===== src/hw/tcr_pkg.sv =====
// tcr_pkg: constants and carriers for the primary tight memory region registers
// assumes one core clock domain and a coprocessor access port driven by the core
`default_nettype none

package tcr_pkg;

  // coprocessor encoding of the region register
  localparam logic [3:0] CRN_REGION   = 4'h9;
  localparam logic [3:0] CRM_REGION   = 4'h1;
  localparam logic [2:0] OP1_REGION   = 3'h0;
  localparam logic [2:0] OP2_REGION   = 3'h1;
  // coprocessor encoding of the selection register
  localparam logic [3:0] CRM_SELECT   = 4'h2;
  localparam logic [2:0] OP2_SELECT   = 3'h0;

  // field positions of the region word
  localparam int BASE_MSB    = 31;
  localparam int BASE_LSB    = 12;
  localparam int RSVD_HI_MSB = 11;
  localparam int RSVD_HI_LSB = 7;
  localparam int SIZE_MSB    = 6;
  localparam int SIZE_LSB    = 2;
  localparam int RSVD_LO_BIT = 1;
  localparam int ENABLE_BIT  = 0;

  // memory_size encodings: code n means 2^(n+9) bytes
  localparam logic [4:0] SIZE_NONE    = 5'h00;
  localparam logic [4:0] SIZE_4KB     = 5'h03;
  localparam logic [4:0] SIZE_8MB     = 5'h0e;
  localparam logic [4:0] SIZE_LOG_OFS = 5'h03;

  // values after reset
  localparam logic [19:0] RST_BASE_LOW  = 20'h00000;
  localparam logic [19:0] RST_BASE_IMPL = 20'h00000;
  localparam logic        RST_ENABLE    = 1'b0;

  // pin synchroniser depth before the strap values are loaded
  localparam int STRAP_SYNC_CYCLES = 2;

  // init sequence, gray coded
  typedef enum logic [1:0] {
    ST_SYNC0 = 2'b00,
    ST_SYNC1 = 2'b01,
    ST_LOAD  = 2'b11,
    ST_RUN   = 2'b10
  } tcr_state_t;

  // coprocessor request from the core
  typedef struct packed {
    logic        valid;
    logic        write;
    logic        priv;
    logic [3:0]  crn;
    logic [2:0]  op1;
    logic [3:0]  crm;
    logic [2:0]  op2;
    logic [31:0] wdata;
  } tcr_cp_req_t;

  // coprocessor answer to the core
  typedef struct packed {
    logic        ack;
    logic        undef;
    logic [31:0] rdata;
  } tcr_cp_rsp_t;

endpackage

`default_nettype wire


===== src/hw/tcr_region.sv =====
// tcr_region: region, size and enable register of the primary tight memory,
// the read-as-zero selection register, and the address window decode
// assumes requests come from core logic on core_clk_i; both strap pins are static
// but asynchronous to the core clock, so they are synchronised before use
//
// Operation
// - The region register is read and written only from privileged mode.
// - Bits 31:12 of the region register hold the writable base address.
// - Base bits from log2(size)-1 down to 12 are ignored in the window decode.
// - After reset the base is implementation-defined if the low select pin is 0, else zero.
// - Bits 11:7 and bit 1 are reserved; they read as zero here and writes must hold zero.
// - The size field in bits 6:2 returns the configured size and ignores writes.
// - Size codes are 0 for none and 3 for 4KB, doubling per step up to 14 for 8MB.
// - Bit 0 enables the memory when 1 and disables it when 0.
// - The enable bit resets to the level of the initial enable pin.
// - Without the memory the enable bit always reads zero.
// - The region register answers crn 9, crm 1, opcode1 0, opcode2 1.
// - The selection register reads zero and ignores writes.
// - The selection register is reached only from privileged mode.
`default_nettype none

module tcr_region
  import tcr_pkg::*;
#(
  parameter logic [4:0]  SIZE_CODE   = SIZE_4KB,
  parameter logic        MEM_PRESENT = 1'b1,
  parameter logic [19:0] IMPL_BASE   = RST_BASE_IMPL
) (
  // clock and reset
  input  wire logic        core_clk_i,
  input  wire logic        rst_b_i,
  // static configuration pins
  input  wire logic        low_address_select_pin_i,
  input  wire logic        initial_enable_pin_i,
  // coprocessor access
  input  wire tcr_cp_req_t cp_req_i,
  output logic             cp_ready_o,
  output tcr_cp_rsp_t      cp_rsp_o,
  // memory window decode
  input  wire logic        mem_valid_i,
  input  wire logic [31:0] mem_addr_i,
  output logic             mem_hit_o,
  // region state to the memory path
  output logic [19:0]      tcm_base_o,
  output logic             tcm_enable_o
);

  // memory counts as absent if built without it or with a zero size
  localparam logic PRESENT = MEM_PRESENT && (SIZE_CODE != SIZE_NONE);
  // log2 of the window size in bytes; the window checks use it instead of the mask
  localparam int   WIN_SHIFT = int'(SIZE_CODE) - int'(SIZE_LOG_OFS) + BASE_LSB;

  // register state
  tcr_state_t   state;
  tcr_state_t   next_state;
  logic [19:0]  base;
  logic [19:0]  next_base;
  logic         en;
  logic         next_en;
  tcr_cp_rsp_t  rsp;
  tcr_cp_rsp_t  next_rsp;
  logic         hit;
  logic         next_hit;

  // strap synchronisers
  logic         low_meta;
  logic         low_sync;
  logic         ien_meta;
  logic         ien_sync;

  // decode helpers
  logic [19:0]  cmp_mask;
  logic         take;
  logic [31:0]  read_word;

  // true for the region register encoding
  function automatic logic is_region(input tcr_cp_req_t r);
    is_region = (r.crn == CRN_REGION) && (r.crm == CRM_REGION) &&
                (r.op1 == OP1_REGION) && (r.op2 == OP2_REGION);
  endfunction

  // true for the selection register encoding
  function automatic logic is_select(input tcr_cp_req_t r);
    is_select = (r.crn == CRN_REGION) && (r.crm == CRM_SELECT) &&
                (r.op1 == OP1_REGION) && (r.op2 == OP2_SELECT);
  endfunction

  // pins are static but unrelated to the core clock; the first stage feeds only
  // the second, and the strap load waits until the second stage has settled
  always_ff @(posedge core_clk_i or negedge rst_b_i) begin
    if (!rst_b_i) begin
      low_meta <= 1'b0;
      low_sync <= 1'b0;
      ien_meta <= 1'b0;
      ien_sync <= 1'b0;
    end else begin
      low_meta <= low_address_select_pin_i;
      low_sync <= low_meta;
      ien_meta <= initial_enable_pin_i;
      ien_sync <= ien_meta;
    end
  end

  // base bits at or above log2(size) take part in the compare, lower ones are
  // ignored so a misaligned base still decodes to the aligned window
  generate
    for (genvar k = 0; k < 20; k++) begin : g_mask
      assign cmp_mask[k] = (5'(k) + SIZE_LOG_OFS) >= SIZE_CODE;
    end
  endgenerate

  // word returned for a region read; reserved bits read as zero
  always_comb begin
    read_word                          = '0;
    read_word[BASE_MSB:BASE_LSB]       = base;
    read_word[SIZE_MSB:SIZE_LSB]       = PRESENT ? SIZE_CODE : SIZE_NONE;
    read_word[ENABLE_BIT]              = en;
  end

  // a request is taken only once the straps are loaded
  assign take       = cp_req_i.valid && (state == ST_RUN);
  assign cp_ready_o = (state == ST_RUN);

  // next-state logic for init sequence, region state, answer and decode
  always_comb begin
    next_state = state;
    next_base  = base;
    next_en    = en;
    next_rsp   = '0;
    next_hit   = 1'b0;
    case (state)
      ST_SYNC0: begin
        next_state = ST_SYNC1;
      end
      ST_SYNC1: begin
        next_state = ST_LOAD;
      end
      ST_LOAD: begin
        // straps are sampled once, after the synchronisers have filled
        next_state = ST_RUN;
        next_base  = low_sync ? RST_BASE_LOW : IMPL_BASE;
        next_en    = ien_sync && PRESENT;
      end
      ST_RUN: begin
        if (take) begin
          next_rsp.ack = 1'b1;
          if (!cp_req_i.priv) begin
            next_rsp.undef = 1'b1;
          end else if (is_region(cp_req_i)) begin
            if (cp_req_i.write) begin
              // size and reserved bits are dropped on write
              next_base = cp_req_i.wdata[BASE_MSB:BASE_LSB];
              next_en   = cp_req_i.wdata[ENABLE_BIT] && PRESENT;
            end else begin
              next_rsp.rdata = read_word;
            end
          end else if (is_select(cp_req_i)) begin
            next_rsp.rdata = '0;
          end else begin
            next_rsp.undef = 1'b1;
          end
        end
        // window decode uses the base as it stands this cycle
        next_hit = mem_valid_i && en &&
                   (((mem_addr_i[BASE_MSB:BASE_LSB] ^ base) & cmp_mask) == '0);
      end
      default: begin
        next_state = ST_SYNC0;
      end
    endcase
  end

  // registers only
  always_ff @(posedge core_clk_i or negedge rst_b_i) begin
    if (!rst_b_i) begin
      state <= ST_SYNC0;
      base  <= RST_BASE_LOW;
      en    <= RST_ENABLE;
      rsp   <= '0;
      hit   <= 1'b0;
    end else begin
      state <= next_state;
      base  <= next_base;
      en    <= next_en;
      rsp   <= next_rsp;
      hit   <= next_hit;
    end
  end

  // outputs straight from flip-flops
  assign cp_rsp_o     = rsp;
  assign mem_hit_o    = hit;
  assign tcm_base_o   = base;
  assign tcm_enable_o = en;
endmodule

`default_nettype wire


===== config.mk =====
export PLATFORM = sky130hd
export DESIGN_NAME = tcr_region
export DESIGN_NICKNAME = d
export VERILOG_FILES = /design/src/hw/tcr_pkg.sv /design/src/hw/tcr_region.sv
export SDC_FILE = /design/constraint.sdc
export NUM_CORES = 1
export LEC_CHECK = 0
export BUFFER_PORTS_ARGS = -buffer_cell sky130_fd_sc_hd__buf_2
export CAP_MARGIN = 10
export CORE_MARGIN = 2
export CORE_UTILIZATION = 35
export CTS_BUF_LIST = sky130_fd_sc_hd__clkbuf_8
export DETAILED_ROUTE_END_ITERATION = 10
export GPL_TIMING_DRIVEN = 0
export PLACE_DENSITY = 0.72
export SYNTH_ARGS = -nofsm -noshare
export SYNTH_HDL_FRONTEND = slang
export SYNTH_SLANG_ARGS = --single-unit

===== constraint.sdc =====
create_clock -name core_clk_i -period 1.4 [get_ports core_clk_i]
set_input_delay 0.07 -clock core_clk_i [delete_from_list [all_inputs] [get_ports core_clk_i]]
set_output_delay 0.07 -clock core_clk_i [all_outputs]
set_load 0.02 [all_outputs]

Word-level counts from Yosys, hierarchy flattened
Cells that the tools add are included.
{"block": "word_totals", "latchBits": 0, "rom_bits": 0, "memories": 0, "output_inout_bits": 57, "ff_bits": 60, "inputBits": 86, "ram_bits": 0, "word_cells": 57}
{"block": "op_classes", "n_bitwise": 1, "mul": 0, "n_eq_ne": 11, "order_cmp": 0, "n_mux": 20, "n_reduce_logical": 16, "div_mod_pow": 0, "n_shift": 0, "n_addsub": 0}
{"cell": "$mux W32", "n": 3}
{"cell": "$mux W20", "n": 4}
{"cell": "$mux W34", "n": 2}
{"cell": "$pmux W20 S2", "n": 1}
{"cell": "$logic_not A20 Y1", "n": 1}
{"cell": "$xor A20 B20 Y20", "n": 1}
{"cell": "$logic_and A1 B1 Y1", "n": 9}
{"cell": "$mux W1", "n": 8}
{"cell": "$logic_not A3 Y1", "n": 2}
{"cell": "$pmux W2 S3", "n": 1}
{"cell": "$reduce_and A5 Y1", "n": 1}
{"cell": "$eq A2 B2 Y1 const B", "n": 2}
{"cell": "$eq A4 B1 Y1 const B", "n": 1}
{"cell": "$eq A4 B2 Y1 const B", "n": 1}
{"cell": "$eq A4 B4 Y1 const B", "n": 1}
{"cell": "$ne A2 B1 Y1 const B", "n": 2}
{"cell": "$ne A2 B2 Y1 const B", "n": 2}
{"cell": "$eq A3 B1 Y1 const B", "n": 1}
{"cell": "$reduce_bool A3 Y1", "n": 1}
{"cell": "$eq A2 B1 Y1 const B", "n": 1}
{"cell": "$logic_not A2 Y1", "n": 1}
{"cell": "$pmux W1 S2", "n": 1}
{"cell": "$reduce_bool A2 Y1", "n": 1}

Logic depth before layout (Yosys ltp)
{"block": "logic_depth", "ltp_word": 9, "ltp_mapped": 5, "mapped_depth_nobuf": 4}

Least setup slack after synthesis
OpenSTA, ideal clock, no wires.
{"block": "synth_timing", "kind": "register to register", "from": "reg state[0]", "to": "reg rsp, in the netlist cp_rsp_o[19]", "period_less_slack_ns": 1.463, "path_buffers": 1, "path_stages_with_launch": 6, "t_arrival_ns": 1.396, "setup_slack_ns": -0.063, "setup_ns": 0.066, "required_time_ns": 1.334, "path_cell_list": "dfrtp_1 and2b_1 nand2_1 nor3_2 clkbuf_1 and2_1"}
{"item": "start: declaration", "line_no": "tcr_region.sv:54", "source": "tcr_state_t state;"}
{"item": "start signal: assignment", "line_no": "tcr_region.sv:182", "source": "state <= next_state;"}
{"item": "end signal: assignment", "line_no": "tcr_region.sv:185", "source": "rsp <= next_rsp;"}
{"item": "end: declaration", "line_no": "tcr_region.sv:60", "source": "tcr_cp_rsp_t rsp;"}

==> impl_results.rst <==
.. list-table::
   :header-rows: 1

   * - Metric
     - Value
   * - Worst setup timing slack at the placement stage
     - -0.276 ns
   * - Time the final worst path needs with I/O delays and setup
     - 1.34 ns
   * - Initial DRT Pass Iterations
     - 4
   * - Post-synth EDFFs
     - 0
   * - Non-filler cells in the finished layout
     - 389
   * - Min-delay worst type
     - primary input to flip-flop
   * - Wire length after detailed routing
     - between 5000 and 6000 um
   * - Final Net Count
     - roughly 400
   * - Residual DRC
     - 0
   * - Post-DR wirelength/cell
     - ~14 um
   * - Overall fraction of global-route tracks in use
     - between 15 and 20%
   * - Placed cell count
     - ~350
   * - Worst setup slack after layout
     - 0.0600 ns
   * - Max-Cap Viols
     - 0
   * - Worst Max-Slew Pin Slew
     - 0.557 ns
   * - Highest fanout seen on the critical path
     - 5
   * - HPWL Detailed
     - 3920 um
   * - Cell chain of the critical path
     - and2b_2, nand2_4, nor3_4, clkbuf_8, and2_4
   * - Buffers added on ports
     - 109
   * - Boundary pin count
     - 143
   * - Share of synthesized registers carrying an async set or reset
     - between 90% and 100%
   * - Worst setup path startpoint
     - state[0]$_DFFE_PN0P_
   * - Setup repair after global routing missed its margin
     - yes
   * - Pin count of the biggest net entering global routing
     - 51
   * - Final number of max-transition violations
     - 0
   * - Most common flop cell mapped by yosys
     - sky130_fd_sc_hd__dfrtp_1
   * - Initial Util
     - a little over a third
   * - Worst Path Required
     - 1.64 ns
   * - Setup CP Type
     - flip-flop to flip-flop
   * - Standard cell core area
     - about 5800 um^2
   * - Total of endpoints with negative setup slack in the final report
     - 0
   * - Endpoint class of the critical path
     - flip-flop
   * - Number of global-route vias before repair
     - roughly 1,700
   * - Worst Path Arrival
     - 1.58 ns
   * - Gr ovfl total
     - 0
   * - Floorplan die width
     - 81.1 um
   * - Number of unique standard cell types used by synthesis
     - 32
   * - Fraction of final layout cells with drive strength greater than 1
     - between 40% and 50%
   * - Final Hold Vio Count
     - 0
   * - Worst VDD drop
     - approximately 0.00042 V
   * - Launch point of the worst reg-to-reg path
     - state[0]$_DFFE_PN0P_
   * - Placement Rows
     - 28
   * - Peak per-stage delay on the critical path
     - around 0.38 ns
   * - Post-Synthesis Cells
     - 159
   * - Most frequent cells in the layout
     - sky130_fd_sc_hd__buf_2, sky130_fd_sc_hd__dfrtp_1, sky130_fd_sc_hd__dlygate4sd3_1, sky130_fd_sc_hd__a22o_1, sky130_fd_sc_hd__and2_1
   * - Max stage delay cell, worst path
     - sky130_fd_sc_hd__dfrtp_1
   * - Area Overhead vs Synth
     - 53.5%
   * - Top achievable clock speed
     - 746 MHz
   * - Routed via count divided by cell count
     - about 4.5
   * - Fin crit share
     - 95.7%
   * - Power density relative to cell area
     - around 810 nW/um^2
   * - Y dimension of the die
     - a little over 80 um
   * - CTS Buf Count
     - 5
   * - Setup TNS Final
     - 0 ns
   * - Netlist area before placement
     - just over 2000 um^2
   * - Outcome
     - completed
   * - Register bit total from synthesis
     - 50
   * - Leakage component of the power
     - between 1.5 and 2 nW
   * - Final total power
     - 2.58 mW
   * - Die footprint
     - around 6600 um^2
   * - Count of yosys warnings during synthesis
     - 0
   * - Most common library cell in the layout ignoring fill and taps
     - sky130_fd_sc_hd__buf_2
   * - Average size of a mapped cell
     - approximately 13 um^2
   * - Slew HR
     - between 60 and 70%
   * - Routability congestion estimate
     - 0.695
   * - First-pass GRT wire length
     - roughly 8200 um
   * - Total via count in the routed design
     - between 1,500 and 2,000
   * - Initial DRC count
     - 52
   * - Clock tree from TritonCTS
     - done
   * - Clk root buf
     - sky130_fd_sc_hd__clkbuf_8
   * - Portion of the post-synthesis area used by sequential elements
     - between 60% and 70%
   * - HP Start
     - cp_req_i[47]
   * - Later-pin clock latency in the skew report
     - 0.30 ns
   * - Number of buffers on the longest clock path
     - 2
   * - Clock sink count
     - 50
   * - Clock input transition at the sequential cells of the worst setup and hold paths
     - approximately 0.090 ns
   * - Initial antenna violation count
     - 0
   * - Worst Skew
     - roughly 0.0087 ns
   * - H-tree lvl count
     - 2
   * - Type of element launching the critical path
     - flip-flop
   * - ANT cells
     - 0
   * - Post-route ant nets
     - 0
   * - Post-Route Hold Slack
     - approximately 0.025 ns
repair_timing:
action	in CTS	in global routing
hold buffers	21	1
hold endpoints to repair	21	23
resized for setup	9	5
setup buffers	2	4
gates cloned	1	0
pin swaps	3	4
setup endpoints to repair	20	20
final timing paths:
path	cells after the start	endpoint	slack (ns)
min in group asynchronous	2	tcm_base_o[5]$_DFFE_PN0P_	0.29
setup reg to reg	5	cp_rsp_o[19]$_DFF_PN0_	0.06
hold / removal	2	cp_rsp_o[0]$_DFF_PN0_	0.03
setup / recovery	5	cp_rsp_o[19]$_DFF_PN0_	0.06
max in group asynchronous	3	cp_rsp_o[28]$_DFF_PN0_	0.57
hold reg to reg	0	ien_sync$_DFF_PN0_	0.36
logic make-up after synthesis:
kind of cell              synth area share, %
DFF                                      60.2
and+or+nand+nor                          15.2
AOI/OAI and AO/OA                        9.87
xor gates and xnor gates                 8.43
buffers and inverters                    6.14
other                                   0.180
synthesized netlist by cell type (all sizes together), types with 2 or more instances:
| cell type | number | area share (%) |
|---|---|---|
| buf | 15 | 5.4 |
| nor4 | 5 | 1.8 |
| nand4 | 4 | 1.5 |
| nand2 | 2 | 0.36 |
| xor2 | 15 | 6.3 |
| dfrtp | 50 | 60 |
| nor3 | 4 | 1.2 |
| and2 | 20 | 6.0 |
| inv | 3 | 0.54 |
| a22o | 20 | 8.4 |
| xnor2 | 5 | 2.1 |
state kept, by name (all words and copies together), names as in the netlist:
name,cells
cp_rsp_o,24
ien_meta,1
ien_sync,1
mem_hit_o,1
state,2
tcm_base_o,20
tcm_enable_o,1
area by class of cell:
class | instances | area [um^2]
multi-input cells | 98 | 764
well taps | 75 | 93.8
flip-flops and latches | 50 | 1250
fillers | 552 | 2630
repair buffers | 139 | 845
clock inverters | 2 | 8.76
inverters | 3 | 11.3
clock buffers | 6 | 82.6
plain buffers | 16 | 133
worst max-delay path: cells and delay by family, from the launching register on:
| family | cells | cell delay (ns) |
|---|---|---|
| and+or+nand+nor | 4 | 0.68 |
| DFF | 1 | 0.38 |
| buffers and inverters | 1 | 0.21 |
where the power goes:
part	internal [mW]	total [mW]	switching [mW]	leakage, nW
combinational	0.155	0.286	0.131	1.08
clock	0.392	0.846	0.454	0.0524
sequential	1.45	1.45	0.00256	0.682
total	2.00	2.58	0.588	1.82
per-layer routing:
| metal | track usage, % | share of wire, % |
|---|---|---|
| met1 | 20.4 | 42 |
| met2 | 30.2 | 51 |
| met3 | 4.44 | 6.4 |
| met4 | 3.56 | 0.57 |
| met5 | 0 | 0 |
metrics by stage:
step	area [um^2]	util, %
2_1_floorplan	2110	-
4_1_cts	3110	53.5
3_3_place_gp	2750	47.3
5_1_grt	3190	54.8
3_5_place_dp	2750	47.3
6_report	3190	54.8
Power figures use the tool's default switching activity.
